==> src/hdl/hwa_pkg.sv <==
package hwa_pkg;

    localparam int HALF_W = 16;
    localparam int REG_COUNT = 16;

    // register byte offsets
    localparam logic [4:0] ADDR_CMD = 5'h00;
    localparam logic [4:0] ADDR_AFIELD = 5'h04;
    localparam logic [4:0] ADDR_PROG_STATUS = 5'h08;
    localparam logic [4:0] ADDR_STATUS = 5'h0c;
    localparam logic [4:0] ADDR_GPR_SEL = 5'h10;
    localparam logic [4:0] ADDR_GPR_DATA = 5'h14;

    // field positions
    localparam int CMD_OP_LSB = 0;
    localparam int CMD_FIRST_REG_LSB = 4;
    localparam int CMD_F2_LSB = 8;
    localparam int CMD_GO_BIT = 31;
    localparam int STAT_BUSY_BIT = 0;
    localparam int STAT_FAULT_BIT = 1;

    // reset values
    localparam logic [31:0] CMD_RESET = 32'h0000_0000;
    localparam logic [15:0] AFIELD_RESET = 16'h0000;
    localparam logic [3:0] COND_CODE_RESET = 4'h0;
    localparam logic [3:0] GPR_SEL_RESET = 4'h0;

    // store-multiple stepping
    localparam logic [15:0] HALF_STEP = 16'h0002;
    localparam logic [3:0] LAST_REG = 4'hf;

    typedef enum logic [2:0] {
        OP_ADD_SHORT_IMMEDIATE = 3'h0,
        OP_ADD_REG_REG = 3'h1,
        OP_ADD_MEM_OPERAND = 3'h2,
        OP_ADD_ADDRESS_IMMEDIATE = 3'h3,
        OP_ADD_TO_MEMORY = 3'h4,
        OP_ADD_CARRY_REG_REG = 3'h5,
        OP_ADD_CARRY_MEM_OPERAND = 3'h6,
        OP_STORE_MULTIPLE_REGS = 3'h7
    } hwa_op_type;

    // condition code, program status bits 3..0 in that order
    typedef struct packed {
        logic carry;
        logic overflow;
        logic greater;
        logic less;
    } hwa_cond_code_type;

    typedef struct packed {
        logic rd;
        logic wr;
        logic chk;
        logic [15:0] addr;
        logic [15:0] wdata;
    } hwa_mem_cmd_type;

    typedef struct packed {
        logic ack;
        logic chk_ack;
        logic chk_deny;
        logic [15:0] rdata;
    } hwa_mem_rsp_type;

endpackage : hwa_pkg

==> src/hdl/hwa_regfile.sv <==
`timescale 1ns/1ps
`default_nettype none
module hwa_regfile #(
    parameter int WIDTH = 16,
    parameter int DEPTH = 16
) (
    input wire logic sys_clk, // clock
    input wire logic rst, // synchronous reset
    input wire logic we, // write strobe
    input wire logic [$clog2(DEPTH)-1:0] waddr, // write index
    input wire logic [WIDTH-1:0] wdata, // write data
    input wire logic [$clog2(DEPTH)-1:0] raddr, // read index
    output logic [WIDTH-1:0] rdata // registered read data
);

    logic [WIDTH-1:0] mem [DEPTH];

    generate
        if (DEPTH < 2 || WIDTH < 1) begin : g_bad_size
            $error("hwa_regfile: DEPTH must be at least 2 and WIDTH at least 1");
        end
    endgenerate

    always_ff @(posedge sys_clk) begin
        if (we) begin
            mem[waddr] <= wdata;
        end
    end

    always_ff @(posedge sys_clk) begin
        if (rst) begin
            rdata <= '0;
        end else begin
            rdata <= mem[raddr];
        end
    end

endmodule : hwa_regfile
`default_nettype wire

==> src/hdl/hwa_adder.sv <==
`timescale 1ns/1ps
`default_nettype none
module hwa_adder (
    input wire logic [15:0] addend_a, // first operand
    input wire logic [15:0] addend_b, // second operand
    input wire logic carry_in, // carry bit taken into the sum
    input wire logic chain, // add-with-carry in progress
    input wire logic prev_nonzero, // earlier parts of the chain were nonzero
    output logic [15:0] sum, // halfword sum
    output var hwa_pkg::hwa_cond_code_type cond_code // resulting condition code
);

    logic [16:0] wide;
    logic sum_zero;
    logic whole_zero;

    assign wide = {1'b0, addend_a} + {1'b0, addend_b} + {16'h0000, carry_in};
    assign sum = wide[15:0];
    assign sum_zero = (sum == 16'h0000);
    // zero only if every part of a chain is zero
    assign whole_zero = sum_zero & ~(chain & prev_nonzero);

    assign cond_code.carry = wide[16];
    assign cond_code.overflow = (addend_a[15] == addend_b[15])
        & (sum[15] != addend_a[15]);
    assign cond_code.greater = ~sum[15] & ~whole_zero;
    assign cond_code.less = sum[15];

endmodule : hwa_adder
`default_nettype wire

==> src/hdl/hwa_add_datapath.sv <==
`timescale 1ns/1ps
`default_nettype none
module hwa_add_datapath (
    input wire logic sys_clk, // 100 MHz clock
    input wire logic rst, // synchronous reset, active high
    input wire logic [4:0] avs_address, // byte address
    input wire logic avs_read, // read request
    input wire logic avs_write, // write request
    input wire logic [31:0] avs_writedata, // write data
    input wire logic [3:0] avs_byteenable, // byte lanes
    output logic [31:0] avs_readdata, // read data
    output logic avs_waitrequest, // stall
    output var hwa_pkg::hwa_mem_cmd_type mem_cmd, // core memory and protect request
    input wire hwa_pkg::hwa_mem_rsp_type mem_rsp, // core memory and protect answer
    output logic busy // command in progress
);

    typedef enum logic [3:0] {
        ST_IDLE,
        ST_RD_R1,
        ST_RD_F2,
        ST_CAP_F2,
        ST_MEM_RD,
        ST_ADD,
        ST_WB,
        ST_SM_RD,
        ST_SM_CAP,
        ST_PROT,
        ST_MEM_WR
    } hwa_state_type;

    hwa_state_type state;
    hwa_state_type next_state;
    hwa_pkg::hwa_op_type op;
    hwa_pkg::hwa_op_type next_op;
    logic [3:0] first_register_field;
    logic [3:0] next_first_register_field;
    logic [3:0] second_field;
    logic [3:0] next_second_field;
    logic [3:0] cur;
    logic [3:0] next_cur;
    logic [15:0] op1;
    logic [15:0] next_op1;
    logic [15:0] op2;
    logic [15:0] next_op2;
    logic [15:0] sum_q;
    logic [15:0] next_sum;
    hwa_pkg::hwa_cond_code_type condition_code;
    hwa_pkg::hwa_cond_code_type next_condition_code;
    hwa_pkg::hwa_mem_cmd_type next_mem_cmd;
    logic fault;
    logic next_fault;
    logic fault_set;
    logic next_busy;

    logic [31:0] cmd_shadow;
    logic [15:0] afield;
    logic [3:0] gpr_sel;
    logic bus_stage;

    logic [3:0] rf_raddr;
    logic [15:0] rf_rdata;
    logic rf_we;
    logic [3:0] rf_waddr;
    logic [15:0] rf_wdata;

    logic [15:0] add_sum;
    hwa_pkg::hwa_cond_code_type add_cond_code;

    function automatic logic [31:0] merge_word(
        input logic [31:0] old_word,
        input logic [31:0] new_word,
        input logic [3:0] lanes
    );
        logic [31:0] mask;
        mask = {{8{lanes[3]}}, {8{lanes[2]}}, {8{lanes[1]}}, {8{lanes[0]}}};
        merge_word = (old_word & ~mask) | (new_word & mask);
    endfunction : merge_word

    // bus decode
    wire logic bus_req = avs_read | avs_write;
    wire logic bus_fire = bus_req & ~avs_waitrequest;
    wire logic wr_fire = bus_fire & avs_write;
    wire logic rd_load = bus_req & avs_waitrequest & bus_stage & avs_read;
    wire logic sel_cmd = (avs_address == hwa_pkg::ADDR_CMD);
    wire logic sel_afield = (avs_address == hwa_pkg::ADDR_AFIELD);
    wire logic sel_prog_status = (avs_address == hwa_pkg::ADDR_PROG_STATUS);
    wire logic sel_status = (avs_address == hwa_pkg::ADDR_STATUS);
    wire logic sel_gsel = (avs_address == hwa_pkg::ADDR_GPR_SEL);
    wire logic sel_gdata = (avs_address == hwa_pkg::ADDR_GPR_DATA);

    wire logic [31:0] cmd_merged = merge_word(cmd_shadow, avs_writedata, avs_byteenable);
    wire logic [31:0] afield_merged = merge_word({16'h0000, afield}, avs_writedata,
        avs_byteenable);
    wire logic [31:0] prog_status_merged = merge_word({28'h0000000, condition_code},
        avs_writedata, avs_byteenable);
    wire logic [31:0] status_merged = avs_writedata & {{8{avs_byteenable[3]}},
        {8{avs_byteenable[2]}}, {8{avs_byteenable[1]}}, {8{avs_byteenable[0]}}};
    wire logic [31:0] gsel_merged = merge_word({28'h0000000, gpr_sel}, avs_writedata,
        avs_byteenable);
    wire logic [31:0] gdata_merged = merge_word({16'h0000, rf_rdata}, avs_writedata,
        avs_byteenable);

    wire logic start = wr_fire & sel_cmd & cmd_merged[hwa_pkg::CMD_GO_BIT] & ~busy;
    wire logic prog_status_wr = wr_fire & sel_prog_status & ~busy;
    wire logic gdata_wr = wr_fire & sel_gdata & ~busy;
    wire logic fault_clr = wr_fire & sel_status & status_merged[hwa_pkg::STAT_FAULT_BIT];

    wire logic [31:0] status_word = ({31'h00000000, busy} << hwa_pkg::STAT_BUSY_BIT)
        | ({31'h00000000, fault} << hwa_pkg::STAT_FAULT_BIT);
    wire logic [31:0] rd_mux = sel_cmd ? cmd_shadow
        : sel_afield ? {16'h0000, afield}
        : sel_prog_status ? {28'h0000000, condition_code}
        : sel_status ? status_word
        : sel_gsel ? {28'h0000000, gpr_sel}
        : sel_gdata ? {16'h0000, (busy ? 16'h0000 : rf_rdata)}
        : 32'h00000000;

    // datapath decode
    wire logic carry_op = (op == hwa_pkg::OP_ADD_CARRY_REG_REG)
        | (op == hwa_pkg::OP_ADD_CARRY_MEM_OPERAND);
    wire logic [15:0] eff_addr = afield + rf_rdata;
    wire logic last_store = (cur == hwa_pkg::LAST_REG);

    assign rf_raddr = (state == ST_RD_R1) ? first_register_field
        : (state == ST_RD_F2) ? second_field
        : (state == ST_SM_RD) ? cur
        : gpr_sel;
    assign rf_we = (state == ST_WB) | gdata_wr;
    assign rf_waddr = (state == ST_WB) ? first_register_field : gpr_sel;
    assign rf_wdata = (state == ST_WB) ? sum_q : gdata_merged[15:0];

    hwa_regfile #(
        .WIDTH(hwa_pkg::HALF_W),
        .DEPTH(hwa_pkg::REG_COUNT)
    ) u_regfile (
        .sys_clk(sys_clk),
        .rst(rst),
        .we(rf_we),
        .waddr(rf_waddr),
        .wdata(rf_wdata),
        .raddr(rf_raddr),
        .rdata(rf_rdata)
    );

    hwa_adder u_adder (
        .addend_a(op1),
        .addend_b(op2),
        .carry_in(carry_op & condition_code.carry),
        .chain(carry_op),
        .prev_nonzero(condition_code.greater | condition_code.less),
        .sum(add_sum),
        .cond_code(add_cond_code)
    );

    always_comb begin
        next_state = state;
        next_op = op;
        next_first_register_field = first_register_field;
        next_second_field = second_field;
        next_cur = cur;
        next_op1 = op1;
        next_op2 = op2;
        next_sum = sum_q;
        next_condition_code = condition_code;
        next_mem_cmd = mem_cmd;
        fault_set = 1'b0;
        if (prog_status_wr) begin
            next_condition_code =
                hwa_pkg::hwa_cond_code_type'(prog_status_merged[3:0]);
        end
        unique case (state)
            ST_IDLE: begin
                if (start) begin
                    next_op = hwa_pkg::hwa_op_type'(cmd_merged[hwa_pkg::CMD_OP_LSB +: 3]);
                    next_first_register_field = cmd_merged[hwa_pkg::CMD_FIRST_REG_LSB +: 4];
                    next_second_field = cmd_merged[hwa_pkg::CMD_F2_LSB +: 4];
                    next_state = ST_RD_R1;
                end
            end
            ST_RD_R1: begin
                next_state = ST_RD_F2;
            end
            ST_RD_F2: begin
                next_op1 = rf_rdata;
                next_state = ST_CAP_F2;
            end
            ST_CAP_F2: begin
                next_mem_cmd.addr = eff_addr;
                unique case (op)
                    hwa_pkg::OP_ADD_SHORT_IMMEDIATE: begin
                        next_op2 = {12'h000, second_field};
                        next_state = ST_ADD;
                    end
                    hwa_pkg::OP_ADD_REG_REG, hwa_pkg::OP_ADD_CARRY_REG_REG: begin
                        next_op2 = rf_rdata;
                        next_state = ST_ADD;
                    end
                    hwa_pkg::OP_ADD_ADDRESS_IMMEDIATE: begin
                        next_op2 = eff_addr;
                        next_state = ST_ADD;
                    end
                    hwa_pkg::OP_ADD_MEM_OPERAND, hwa_pkg::OP_ADD_CARRY_MEM_OPERAND,
                    hwa_pkg::OP_ADD_TO_MEMORY: begin
                        next_mem_cmd.rd = 1'b1;
                        next_state = ST_MEM_RD;
                    end
                    hwa_pkg::OP_STORE_MULTIPLE_REGS: begin
                        next_cur = first_register_field;
                        next_state = ST_SM_RD;
                    end
                endcase
            end
            ST_MEM_RD: begin
                if (mem_rsp.ack) begin
                    next_mem_cmd.rd = 1'b0;
                    next_op2 = mem_rsp.rdata;
                    next_state = ST_ADD;
                end
            end
            ST_ADD: begin
                next_sum = add_sum;
                next_condition_code = add_cond_code;
                if (op == hwa_pkg::OP_ADD_TO_MEMORY) begin
                    // first register is left untouched
                    next_mem_cmd.wdata = add_sum;
                    next_mem_cmd.chk = 1'b1;
                    next_state = ST_PROT;
                end else begin
                    next_state = ST_WB;
                end
            end
            ST_WB: begin
                next_state = ST_IDLE;
            end
            ST_SM_RD: begin
                next_state = ST_SM_CAP;
            end
            ST_SM_CAP: begin
                next_mem_cmd.wdata = rf_rdata;
                next_mem_cmd.chk = 1'b1;
                next_state = ST_PROT;
            end
            ST_PROT: begin
                if (mem_rsp.chk_ack) begin
                    next_mem_cmd.chk = 1'b0;
                    if (mem_rsp.chk_deny) begin
                        // refused store aborts the rest of the command
                        fault_set = 1'b1;
                        next_state = ST_IDLE;
                    end else begin
                        next_mem_cmd.wr = 1'b1;
                        next_state = ST_MEM_WR;
                    end
                end
            end
            ST_MEM_WR: begin
                if (mem_rsp.ack) begin
                    next_mem_cmd.wr = 1'b0;
                    if (op == hwa_pkg::OP_STORE_MULTIPLE_REGS && !last_store) begin
                        next_cur = cur + 4'h1;
                        next_mem_cmd.addr = mem_cmd.addr + hwa_pkg::HALF_STEP;
                        next_state = ST_SM_RD;
                    end else begin
                        next_state = ST_IDLE;
                    end
                end
            end
            default: begin
                next_state = ST_IDLE;
            end
        endcase
    end

    assign next_busy = (next_state != ST_IDLE);
    // a new refusal wins over a clear in the same cycle
    assign next_fault = fault_set | (fault & ~fault_clr);

    always_ff @(posedge sys_clk) begin
        if (rst) begin
            state <= ST_IDLE;
            busy <= 1'b0;
            fault <= 1'b0;
            condition_code <= hwa_pkg::hwa_cond_code_type'(hwa_pkg::COND_CODE_RESET);
            mem_cmd <= '0;
        end else begin
            state <= next_state;
            busy <= next_busy;
            fault <= next_fault;
            condition_code <= next_condition_code;
            mem_cmd <= next_mem_cmd;
        end
    end

    always_ff @(posedge sys_clk) begin
        if (rst) begin
            op <= hwa_pkg::OP_ADD_SHORT_IMMEDIATE;
            first_register_field <= 4'h0;
            second_field <= 4'h0;
            cur <= 4'h0;
        end else begin
            op <= next_op;
            first_register_field <= next_first_register_field;
            second_field <= next_second_field;
            cur <= next_cur;
        end
    end

    always_ff @(posedge sys_clk) begin
        if (rst) begin
            op1 <= 16'h0000;
            op2 <= 16'h0000;
            sum_q <= 16'h0000;
        end else begin
            op1 <= next_op1;
            op2 <= next_op2;
            sum_q <= next_sum;
        end
    end

    // two wait cycles give the register file read time
    always_ff @(posedge sys_clk) begin
        if (rst) begin
            bus_stage <= 1'b0;
            avs_waitrequest <= 1'b1;
            avs_readdata <= 32'h00000000;
        end else begin
            bus_stage <= bus_req & avs_waitrequest;
            avs_waitrequest <= ~(bus_req & avs_waitrequest & bus_stage);
            if (rd_load) begin
                avs_readdata <= rd_mux;
            end
        end
    end

    always_ff @(posedge sys_clk) begin
        if (rst) begin
            cmd_shadow <= hwa_pkg::CMD_RESET;
            afield <= hwa_pkg::AFIELD_RESET;
            gpr_sel <= hwa_pkg::GPR_SEL_RESET;
        end else begin
            if (start) begin
                cmd_shadow <= cmd_merged & ~(32'h00000001 << hwa_pkg::CMD_GO_BIT);
            end
            if (wr_fire && sel_afield && !busy) begin
                afield <= afield_merged[15:0];
            end
            if (wr_fire && sel_gsel) begin
                gpr_sel <= gsel_merged[3:0];
            end
        end
    end

endmodule : hwa_add_datapath
`default_nettype wire

==> config.mk <==
export PLATFORM = sky130hd
export DESIGN_NAME = hwa_add_datapath
export DESIGN_NICKNAME = d
export VERILOG_FILES = /design/src/hdl/hwa_pkg.sv /design/src/hdl/hwa_regfile.sv /design/src/hdl/hwa_adder.sv /design/src/hdl/hwa_add_datapath.sv
export SDC_FILE = /design/constraint.sdc
export NUM_CORES = 1
export LEC_CHECK = 0
export CAP_MARGIN = 0
export CORE_ASPECT_RATIO = 1.5
export CORE_MARGIN = 2
export CORE_UTILIZATION = 40
export DETAILED_ROUTE_END_ITERATION = 10
export DONT_BUFFER_PORTS = 1
export PLACE_DENSITY = 0.58
export SLEW_MARGIN = 5
export SYNTH_ARGS = -nofsm -noshare
export SYNTH_HDL_FRONTEND = slang
export SYNTH_SLANG_ARGS = --single-unit
==> constraint.sdc <==
create_clock -name sys_clk -period 4.2 [get_ports sys_clk]
set_input_delay 0.63 -clock sys_clk [delete_from_list [all_inputs] [get_ports sys_clk]]
set_output_delay 0.63 -clock sys_clk [all_outputs]
set_load 0.02 [all_outputs]
==> summary.txt, run 1 <==
First-pass GRT wire length: 105 mm
Non-filler instance count after layout: 2767
Initial antenna violation count: 0
Max VDD drop: 0.579 mV
Die area: 55700 um^2
Resized Gates After CTS: 0
RSZ-0062 raised after global routing: false
Synth Area per Inst: 10.4 um^2
CTS Hold Bufs: 0
Clock Latency Late Sink: 0.59 ns
Clk_skew: 0.0239 ns
CP endpoint kind: flop
Synth top area cells: edfxtp_1 36%, dfxtp_1 19%, nand2_1 4.0%
Synth area leader: edfxtp_1
WP data arrival: 4.06 ns
Hold path startpoint: rst
CTS H-tree depth: 2
Final setup vio count: 0
Part of the cycle the worst path needs: 0.846
Leak pwr: 8.41 nW
Register area: 11900 um^2
CP Max Fanout: 12
Die height: 288 um
Yosys cell types: 91
Primary FF master, synth: edfxtp_1
Global Route Usage Sum: 0.247
Cells after Synth: 2062
WP data required: 4.71 ns
Layout area overhead: 11.3%
Net Count, Synth: 2161
R2R Setup Slk: 0.65 ns
Core area: 53500 um^2
Area of the multi-input gates: 8980 um^2
Largest net degree at the start of global routing: 186
WHS Endpoint: mem_cmd[24]
Placed Cells: 2685
Reg2reg path depth: 11
Port bufs: 0
Post-synth EDFFs: 256
Antenna viol nets, final: 0
Pins over their slew limit: 0
Total Wirelength: 71.5 mm
CTS tree: built
Starting Density: 0.403
Worst r2r src: op[0]
Relative slew slack: 0.167
Iter 0 DRT Violations: 1234
# DRC: 0
# rows: 104
Top cells by count, synth: 256 x edfxtp_1, 228 x nand2_1, 208 x dfxtp_1
Final setup TNS: 0 ns
Async set-reset flop share out of synthesis: 0
DRT Pass-1 Iters: 7
Register area share after synthesis: 0.550
Antenna diode count: 0
DP HPWL: 48.1 mm
Endpoints failing hold: 0
Post-CTS Setup Inserts: 0
Min-delay worst type: in2reg
Synth top area share: 0.357
Pwr per Cell Area: 529 nW/um^2
Crit start category: flop
GRT overflow: 0
Synth Register Bits: 464
Num Clock Sinks: 464
Num CTS Buffers: 45
Vias/cell: 6.11
Clock transition at path regs: 0.06 ns
Vias in the first global route: 16500
CP Class: reg2reg
Synth warn: 0
Maximum Capacitance Violations: 0
Mapped Area: 21500 um^2
Share of layout cells above drive strength 1: 0.110
Wire length per cell: 25.8 um
Chip width: 193 um
GP Congestion: 0.925
Status: completed
Clk root buf: clkbuf_16
Num ports: 133
Final Critical Period: 3.55 ns
Hold Path Depth: 1
Max frequency: 0.282 GHz
FILL cells: 4997
Nets: 2142
Pin slew with the least headroom to its limit: 1.24 ns
Clock Path Buffers: 3
Most frequent cell after synthesis: edfxtp_1
Routed vias: 16900
## flip-flops by register name, indices dropped and copies added (netlist names), 3 cells and up, named ones only
name and cells:
u_regfile.rdata 16, u_regfile.mem 256, avs_readdata 31, state 4
mem_cmd 35, op1 16, op2 16, cmd_shadow 11
sum_q 16, first_register_field 4, op 3, second_field 4
cur 4
## how the worst max path moves through the flow
stage | from | to | slack [ns] | depth (start not counted)
2_1_floorplan | op[0] | mem_cmd[14] | 1.05 | 12
3_3_place_gp | op[0] | mem_cmd[14] | 0.75 | 11
3_5_place_dp | op[0] | mem_cmd[14] | 0.70 | 11
4_1_cts | op[0] | mem_cmd[14] | 0.69 | 11
5_1_grt | op[0] | mem_cmd[14] | 0.36 | 11
6_report | op[0] | flop | 0.65 | 11
## stage by stage
step	cell area [um^2]	hold slack [ns]	total power [W]	util	worst slack, ns
after floorplan	21500	0.367	0.00723	-	1.05
after global placement	22400	0.374	0.00838	0.419	0.753
after detailed placement	22400	0.384	0.00843	0.419	0.705
after CTS	24000	0.114	0.0127	0.448	0.691
after global routing	24000	0.128	0.0131	0.448	0.362
final	24000	0.134	0.0127	0.448	0.648
## metal layers
layer	wire, um	track usage	up-vias
met5	0	0	-
li1	-	-	7752
met2	36300	0.450	644
met1	26600	0.274	8308
met3	3750	0.0315	200
met4	4780	0.156	0
## cell usage in the layout, fill, tap and decap left out, types with 23 or more instances in the layout
cell       instances
a211oi_1         104
a22oi_1           38
nand3_1           68
inv_1             23
mux2i_1           58
o21ai_0           53
a221oi_1          23
dfxtp_1          208
nor3_1            52
clkbuf_16         46
nor4_1            26
edfxtp_1         256
a21oi_1          151
and3_1           112
a31oi_1           30
nor2_1           146
nand2_1          227
buf_4             81
ha_1              32
## kinds of logic (layout without fill, tap and decap cells)
logic type,count (synthesis),count (layout),synth area share
xor gates and xnor gates,23,23,0.00936
DFF,464,464,0.550
buffers and inverters,172,188,0.0360
other,1,1,0.000174
and+or+nand+nor,728,728,0.166
muxes,70,70,0.0332
AOI/OAI and AO/OA,569,569,0.184
adders and majority gates,35,35,0.0214
## critical path, cell delays in order (launching register included)
cell and delay [ns]:
dfxtp_1 0.53, xor2_1 0.14, and3_1 0.21, fa_1 0.40, fa_1 0.46, a211o_1 0.28, o211ai_1 0.09, a2111oi_0 0.18
o21a_1 0.25, o311ai_0 0.65, nor4_1 0.13, a21boi_1 0.17
## final cells by class
cell class | count | area share
multi-input combinational | 1426 | 0.375
clock inverter | 22 | 0.0114
sequential | 464 | 0.494
timing repair buffer | 82 | 0.0262
clock buffer | 60 | 0.0536
tap | 689 | 0.0360
inverter | 24 | 0.00376
## report_power, final
group	switching, W	internal (W)	total [W]
combinational	0.00210	0.000952	0.00305
sequential	0.000246	0.00508	0.00533
clock	0.00182	0.00247	0.00430
Power figures use the tool's default switching activity.
==> inputs of run 2 (changes only) <==
--- a/config.mk
+++ b/config.mk
@@ -11,7 +11,7 @@
 export CORE_UTILIZATION = 40
 export DETAILED_ROUTE_END_ITERATION = 10
 export DONT_BUFFER_PORTS = 1
-export PLACE_DENSITY = 0.58
+export PLACE_DENSITY = 0.6
 export SLEW_MARGIN = 5
 export SYNTH_ARGS = -nofsm -noshare
 export SYNTH_HDL_FRONTEND = slang
==> constraint.sdc (replaced) <==
create_clock -name sys_clk -period 3.14 [get_ports sys_clk]
set_input_delay 0.471 -clock sys_clk [delete_from_list [all_inputs] [get_ports sys_clk]]
set_output_delay 0.471 -clock sys_clk [all_outputs]
set_load 0.02 [all_outputs]
==> run 2 against run 1 <==
Die area stayed put. Critical path depth is 1 higher. Combinational power is 47% higher. Sequential power is 33% higher. Critical path type unchanged. Highest routed layer unchanged.
==> summary.txt, run 2 (synthesis gave the netlist of run 1 again) <==
Routed vias: 17100 (was 16900)
R2R Setup Slk: 0.07 ns (was 0.65 ns)
Part of the cycle the worst path needs: 0.979 (was 0.846)
CP Class: reg2reg (unchanged)
RSZ-0062 raised after global routing: true (was false)
First-pass GRT wire length: 108 mm (was 105 mm)
Slowest stage delay, CP: 0.41 ns (was 0.65 ns)
Core area: 53500 um^2 (unchanged)
Min-delay worst type: in2reg (unchanged)
Status: completed (unchanged)
DRT Pass-1 Iters: 9 (was 7)
Antenna viol nets, final: 0 (unchanged)
Starting Density: 0.403 (unchanged)
WHS Endpoint: op2[15] (was mem_cmd[24])
Largest reg by FF count: u_regfile.mem (unchanged)
Vias in the first global route: 16800 (was 16500)
Non-filler instance count after layout: 2807 (was 2767)
Pwr per Cell Area: 694 nW/um^2 (was 529 nW/um^2)
CTS H-tree depth: 2 (unchanged)
Share of layout cells above drive strength 1: 0.123 (was 0.110)
GP Congestion: 0.994 (was 0.925)
Chip width: 193 um (unchanged)
Num CTS Buffers: 45 (unchanged)
Post-CTS Setup Inserts: 0 (unchanged)
Relative slew slack: 0.372 (was 0.167)
Worst r2r src: op[0] (unchanged)
Fin area: 24500 um^2 (was 24000 um^2)
WP data arrival: 3.52 ns (was 4.06 ns)
CP endpoint kind: flop (unchanged)
Crit start category: flop (unchanged)
Endpoints failing hold: 0 (unchanged)
Clk_skew: 0.0184 ns (was 0.0239 ns)
Max reg flops: 256 (unchanged)
# DRC: 0 (unchanged)
Initial antenna violation count: 0 (unchanged)
Final Critical Period: 3.07 ns (was 3.55 ns)
Largest net degree at the start of global routing: 85 (was 186)
Max frequency: 0.325 GHz (was 0.282 GHz)
Post-place setup slack: -0.0256 ns (was 0.705 ns)
Leak pwr: 8.68 nW (was 8.41 nW)
Final setup vio count: 0 (unchanged)
Most common cell after layout, fill and taps aside: edfxtp_1 (unchanged)
DP HPWL: 50.0 mm (was 48.1 mm)
Iter 0 DRT Violations: 1308 (was 1234)
Port bufs: 0 (unchanged)
Antenna diode count: 0 (unchanged)
Max VDD drop: 0.635 mV (was 0.579 mV)
Die height: 288 um (unchanged)
Biggest regs: u_regfile.mem x256, mem_cmd x35, avs_readdata x31 (unchanged)
Buffers & Inverters on Critical Path: 1 (was 0)
Hold path startpoint: rst (unchanged)
CP Max Fanout: 3 (was 12)
Global Route Usage Sum: 0.259 (was 0.247)
Reg2reg path depth: 12 (was 11)
CP max stage cell: fa_1 (was o311ai_0)
Placed Cells: 2721 (was 2685)
Clock Path Buffers: 3 (unchanged)
Crit path cell chain: xor2_1 -> and3_1 -> fa_1 -> fa_2 -> buf_4 -> xor2_1 -> nor3_1 -> o2111ai_1 -> nor3_1 -> nand3_1 -> nor4_2 -> a21boi_1 (was xor2_1 -> and3_1 -> fa_1 -> fa_1 -> a211o_1 -> o211ai_1 -> a2111oi_0 -> o21a_1 -> o311ai_0 -> nor4_1 -> a21boi_1)
Clock transition at path regs: 0.07 ns (was 0.06 ns)
Num Clock Sinks: 464 (unchanged)
Wire length per cell: 26.3 um (was 25.8 um)
Num ports: 133 (unchanged)
Layout area overhead: 14.0% (was 11.3%)
Hold_ws: 0.0194 ns (was 0.134 ns)
Dpl cell area: 23000 um^2 (was 22400 um^2)
# rows: 104 (unchanged)
Critical path's top delay family: simple AND/OR/NAND/NOR gates (was compound AO/OA/AOI/OAI gates)
Total Wirelength: 73.9 mm (was 71.5 mm)
Die area: 55700 um^2 (unchanged)
GRT overflow: 0 (unchanged)
Worst setup margin: 0.0655 ns (was 0.648 ns)
CTS tree: built (unchanged)
WP data required: 3.58 ns (was 4.71 ns)
Clk root buf: clkbuf_16 (unchanged)
Pin slew with the least headroom to its limit: 0.936 ns (was 1.24 ns)
Hold Path Depth: 1 (unchanged)
Clock Latency Late Sink: 0.57 ns (was 0.59 ns)
Nets: 2183 (was 2142)
Commonest cells after routing, fill and taps aside: 256 x edfxtp_1, 227 x nand2_1, 208 x dfxtp_1 (unchanged)
Pins over their slew limit: 0 (unchanged)
Vias/cell: 6.09 (was 6.11)
Maximum Capacitance Violations: 0 (unchanged)
==> run 2: cell types whose count changed in the layout (fill, tap and decap cells not counted), moves of 3 or more <==
cell           before  now
buf_12              1   27
buf_4              81   92
clkbuf_1            6   10
clkbuf_8            8    5
dlygate4sd3_1       0    3
nor2_1            146  150
nor2_2             18   14
==> run 2: worst max path at each step <==
stage          endpoint  cells past startpoint   from  slack (ns)
6_report           flop                     12  op[0]        0.07
5_1_grt            flop                     12  op[0]       -0.05
4_1_cts            flop                     12  op[0]        0.04
3_5_place_dp       flop                     11  op[0]       -0.03
3_3_place_gp       flop                     11  op[0]        0.02
2_1_floorplan      flop                     12  op[0]       0.006
==> run 2: power breakdown <==
part | switching [W] | leakage (nW) | internal (W)
clock network | 0.00236 | 0.717 | 0.00310
registers | 0.000278 | 4.00 | 0.00680
logic | 0.00302 | 3.97 | 0.00147
total | 0.00566 | 8.68 | 0.0114
==> run 2: routing by layer <==
metal,up-vias,GRT usage,wire [um]
li1,7835,-,-
met1,8335,0.283,26600
met2,697,0.462,37200
met3,231,0.0363,4370
met4,0,0.185,5780
met5,-,0,0
==> run 2: worst reg2reg max path, cell delays in order (launching register included) <==
cell and delay [ns]:
dfxtp_1 0.33, xor2_1 0.17, and3_1 0.19, fa_1 0.41, fa_2 0.40, buf_4 0.15
xor2_1 0.17, nor3_1 0.15, o2111ai_1 0.20, nor3_1 0.25, nand3_1 0.11, nor4_2 0.31
a21boi_1 0.10
==> run 2: repair_timing <==
item | CTS | global route
setup endpoints to repair | 1 | 7
hold buffers | 5 | 0
pin swaps | 1 | 1
hold endpoints to repair | 75 | 0
gates resized for setup | 0 | 6
==> run 2: final cells by class <==
class	instances	area (um^2)
clock inverter	21	225
tap	689	862
multi-input combinational	1426	9000
sequential	464	11900
clock buffer	60	1230
inverter	24	90.1
timing repair buffer	123	1290
fill	4960	28900
==> run 2: metrics by stage <==
stage | util | total power (W) | TNS [ns]
6_report | 0.459 | 0.0170 | 0
3_3_place_gp | 0.430 | 0.0115 | 0
4_1_cts | 0.459 | 0.0170 | 0
5_1_grt | 0.459 | 0.0176 | -0.0753
2_1_floorplan | - | 0.00967 | 0
3_5_place_dp | 0.430 | 0.0116 | -0.0256
==> inputs of run 3 (changes only) <==
--- a/config.mk
+++ b/config.mk
@@ -8,11 +8,12 @@
 export CAP_MARGIN = 0
 export CORE_ASPECT_RATIO = 1.5
 export CORE_MARGIN = 2
-export CORE_UTILIZATION = 40
+export CORE_UTILIZATION = 28
 export DETAILED_ROUTE_END_ITERATION = 10
 export DONT_BUFFER_PORTS = 1
-export PLACE_DENSITY = 0.6
+export PLACE_DENSITY = 0.47
 export SLEW_MARGIN = 5
 export SYNTH_ARGS = -nofsm -noshare
 export SYNTH_HDL_FRONTEND = slang
+export SYNTH_HIERARCHICAL = 1
 export SYNTH_SLANG_ARGS = --single-unit
==> run 3 against run 2 <==
The flow now finishes with violations (setup timing). Highest routed layer unchanged. Sequential power decreased by 8.5%. Largest power group unchanged. Combinational power decreased by 92%. Die area is 40% higher. Power down 24%. Largest cell class unchanged. Setup slack got worse by 0.43 ns. Register-to-register slack lost 0.43 ns.
==> summary.txt, run 3 <==
Status: finished with violations (was completed)
Failing checks: setup timing
Async set-reset flop share out of synthesis: 0 (unchanged)
Post-synth EDFFs: 256 (unchanged)
Pin slew with the least headroom to its limit: 1.20 ns (was 0.936 ns)
# DRC: 0 (unchanged)
Synth Area per Inst: 11.1 um^2 (was 10.4 um^2)
Critical path depth in cells: 16 (was 12)
Maximum Capacitance Violations: 0 (unchanged)
Port bufs: 0 (unchanged)
Initial antenna violation count: 1 (was 0)
CP max stage cell: or4_1 (was fa_1)
Num ports: 133 (unchanged)
Starting Density: 0.283 (was 0.403)
Cells after Synth: 1912 (was 2062)
Antenna viol nets, final: 0 (unchanged)
Crit path cell chain: nor2b_4 -> o21a_1 -> and2_1 -> inv_1 -> fa_2 -> inv_2 -> fa_2 -> a211oi_2 -> nor2_1 -> xor2_1 -> or4_1 -> or4_4 -> nor4_2 -> a31oi_1 -> nor2_1 -> a211oi_1 (was xor2_1 -> and3_1 -> fa_1 -> fa_2 -> buf_4 -> xor2_1 -> nor3_1 -> o2111ai_1 -> nor3_1 -> nand3_1 -> nor4_2 -> a21boi_1)
Layout area overhead: 20.1% (was 14.0%)
Total Wirelength: 76.4 mm (was 73.9 mm)
Clock Path Buffers: 3 (unchanged)
Nets: 2127 (was 2183)
Wire length per cell: 24.9 um (was 26.3 um)
Placed Cells: 2934 (was 2721)
Final Critical Period: 3.50 ns (was 3.07 ns)
RSZ-0062 raised after global routing: true (unchanged)
Biggest regs: u_regfile/mem x256, mem_cmd x35, avs_readdata x31 (was u_regfile.mem x256, mem_cmd x35, avs_readdata x31)
Max reg flops: 256 (unchanged)
Critical path's top delay family: simple AND/OR/NAND/NOR gates (unchanged)
Register area share after synthesis: 0.557 (was 0.550)
Synth warn: 6 (was 0)
Mapped Area: 21300 um^2 (was 21500 um^2)
Iter 0 DRT Violations: 1235 (was 1308)
Reg2reg path depth: 16 (was 12)
Routed vias: 16200 (was 17100)
Clock Latency Late Sink: 0.60 ns (was 0.57 ns)
Max VDD drop: 0.386 mV (was 0.635 mV)
# rows: 123 (was 104)
Pins over their slew limit: 0 (unchanged)
Most frequent cell after synthesis: edfxtp_1 (unchanged)
Pwr per Cell Area: 504 nW/um^2 (was 694 nW/um^2)
Largest reg by FF count: u_regfile/mem (was u_regfile.mem)
Die height: 342 um (was 288 um)
Vias in the first global route: 16500 (was 16800)
Synth area leader: edfxtp_1 (unchanged)
CP Max Fanout: 3 (unchanged)
CP endpoint kind: flop (unchanged)
CTS tree: built (unchanged)
GRT overflow: 0 (unchanged)
Num CTS Buffers: 45 (unchanged)
Max frequency: 0.285 GHz (was 0.325 GHz)
Relative slew slack: 0.202 (was 0.372)
Slowest stage delay, CP: 0.54 ns (was 0.41 ns)
Yosys cell types: 87 (was 91)
Non-filler instance count after layout: 3064 (was 2807)
Commonest cells after routing, fill and taps aside: 256 x edfxtp_1, 228 x nand2_1, 206 x dfxtp_1 (was 256 x edfxtp_1, 227 x nand2_1, 208 x dfxtp_1)
Crit path from: op[1] (was op[0])
Chip width: 229 um (was 193 um)
Synth top area cells: edfxtp_1 36%, dfxtp_1 20%, mux2i_1 6.7% (was edfxtp_1 36%, dfxtp_1 19%, nand2_1 4.0%)
Vias/cell: 5.29 (was 6.09)
CTS H-tree depth: 2 (unchanged)
GP Congestion: 0.912 (was 0.994)
Endpoints failing hold: 0 (unchanged)
Core Util, Final: 0.340 (was 0.459)
Largest net degree at the start of global routing: 81 (was 85)
WP data required: 3.59 ns (was 3.58 ns)
Synth top area share: 0.361 (was 0.357)
Net Count, Synth: 2011 (was 2161)
Top cells by count, synth: 256 x edfxtp_1, 228 x nand2_1, 208 x dfxtp_1 (unchanged)
R2R Setup Slk: -0.36 ns (was 0.07 ns)
Die area: 78200 um^2 (was 55700 um^2)
Antenna diode count: 0 (unchanged)
WP data arrival: 3.95 ns (was 3.52 ns)
Share of layout cells above drive strength 1: 0.155 (was 0.123)
Synth Register Bits: 464 (unchanged)
FILL cells: 7639 (was 4960)
Leak pwr: 8.62 nW (was 8.68 nW)
Crit start category: flop (unchanged)
Num Clock Sinks: 464 (unchanged)
DRT Pass-1 Iters: 5 (was 9)
CP Class: reg2reg (unchanged)
Core area: 75100 um^2 (was 53500 um^2)
Global Route Usage Sum: 0.191 (was 0.259)
Clock transition at path regs: 0.07 ns (about the same)
Worst r2r src: op[1] (was op[0])
Worst setup margin: -0.363 ns (was 0.0655 ns)
Buffers & Inverters on Critical Path: 2 (was 1)
Primary FF master, synth: edfxtp_1 (unchanged)
First-pass GRT wire length: 111 mm (was 108 mm)
DP HPWL: 54.0 mm (was 50.0 mm)
Most common cell after layout, fill and taps aside: edfxtp_1 (unchanged)
Final setup TNS: -0.835 ns (was 0 ns)
Final setup vio count: 6 (was 0)
Clk_skew: 0.0231 ns (was 0.0184 ns)
Min-delay worst type: in2reg (unchanged)
Part of the cycle the worst path needs: 1.12 (was 0.979)
Clk root buf: clkbuf_16 (unchanged)
==> run 3: final cells by class <==
cell class,instances,area [um^2],area share
sequential,464,11900,0.464
clock inverter,33,449,0.0176
multi-input combinational,1294,8890,0.348
timing repair buffer,196,1810,0.0708
clock buffer,50,1180,0.0460
inverter,27,115,0.00451
tap,1000,1250,0.0490
==> run 3: cell families (layout without fill, tap and decap cells) <==
kind of cell / after synthesis / count (layout) / synth area share
AND/OR/NAND/NOR: 591 / 591 / 0.127
AO/OA/AOI/OAI: 468 / 468 / 0.147
flip-flops: 464 / 464 / 0.557
multiplexers: 176 / 176 / 0.103
buffers and inverters: 154 / 306 / 0.0340
adder cells (fa/ha/maj): 35 / 35 / 0.0216
XOR/XNOR: 23 / 23 / 0.00982
other: 1 / 1 / 0.000176
==> run 3: report_power, final <==
| group | internal, W | total [W] | leakage (nW) | switching (W) |
|---|---|---|---|---|
| combinational | 0.000105 | 0.000344 | 3.83 | 0.000238 |
| sequential | 0.00643 | 0.00648 | 4.00 | 0.0000473 |
| clock | 0.00355 | 0.00606 | 0.788 | 0.00252 |
==> run 3: worst min-delay path by stage <==
stage | start | to | slack [ns] | depth (start not counted)
6_report | avs_writedata[7] | cmd_shadow[7] | 0.02 | 2
5_1_grt | rst | op2[14] | 0.007 | 1
4_1_cts | avs_writedata[4] | cmd_shadow[4] | 0.0002 | 2
3_5_place_dp | bus_stage | avs_waitrequest | 0.39 | 1
3_3_place_gp | bus_stage | avs_waitrequest | 0.37 | 1
2_1_floorplan | bus_stage | avs_waitrequest | 0.37 | 1
==> run 3: repair_timing <==
action,CTS,global route
pin swaps,16,11
setup endpoints to repair,15,21
hold buffers,41,0
resized for setup,17,6
endpoints found under the hold margin,112,0
setup buffers,4,3
==> run 3: metal layers <==
| layer | track usage | wire, um | up-vias |
|---|---|---|---|
| met5 | 0 | 0 | - |
| met4 | 0.106 | 4550 | 0 |
| met3 | 0.0363 | 4450 | 178 |
| met2 | 0.356 | 40000 | 512 |
| met1 | 0.202 | 27400 | 8096 |
| li1 | - | - | 7433 |
==> run 3: metrics by stage <==
stage | power, W | cell area [um^2] | setup WS (ns) | hold WS (ns)
4_1_cts | 0.0130 | 25500 | -0.400 | 0.000172
3_3_place_gp | 0.00689 | 23300 | -0.426 | 0.374
2_1_floorplan | 0.00680 | 21300 | -0.462 | 0.367
6_report | 0.0129 | 25500 | -0.363 | 0.0226
3_5_place_dp | 0.00690 | 23300 | -0.389 | 0.388
5_1_grt | 0.0133 | 25500 | -0.542 | 0.00733
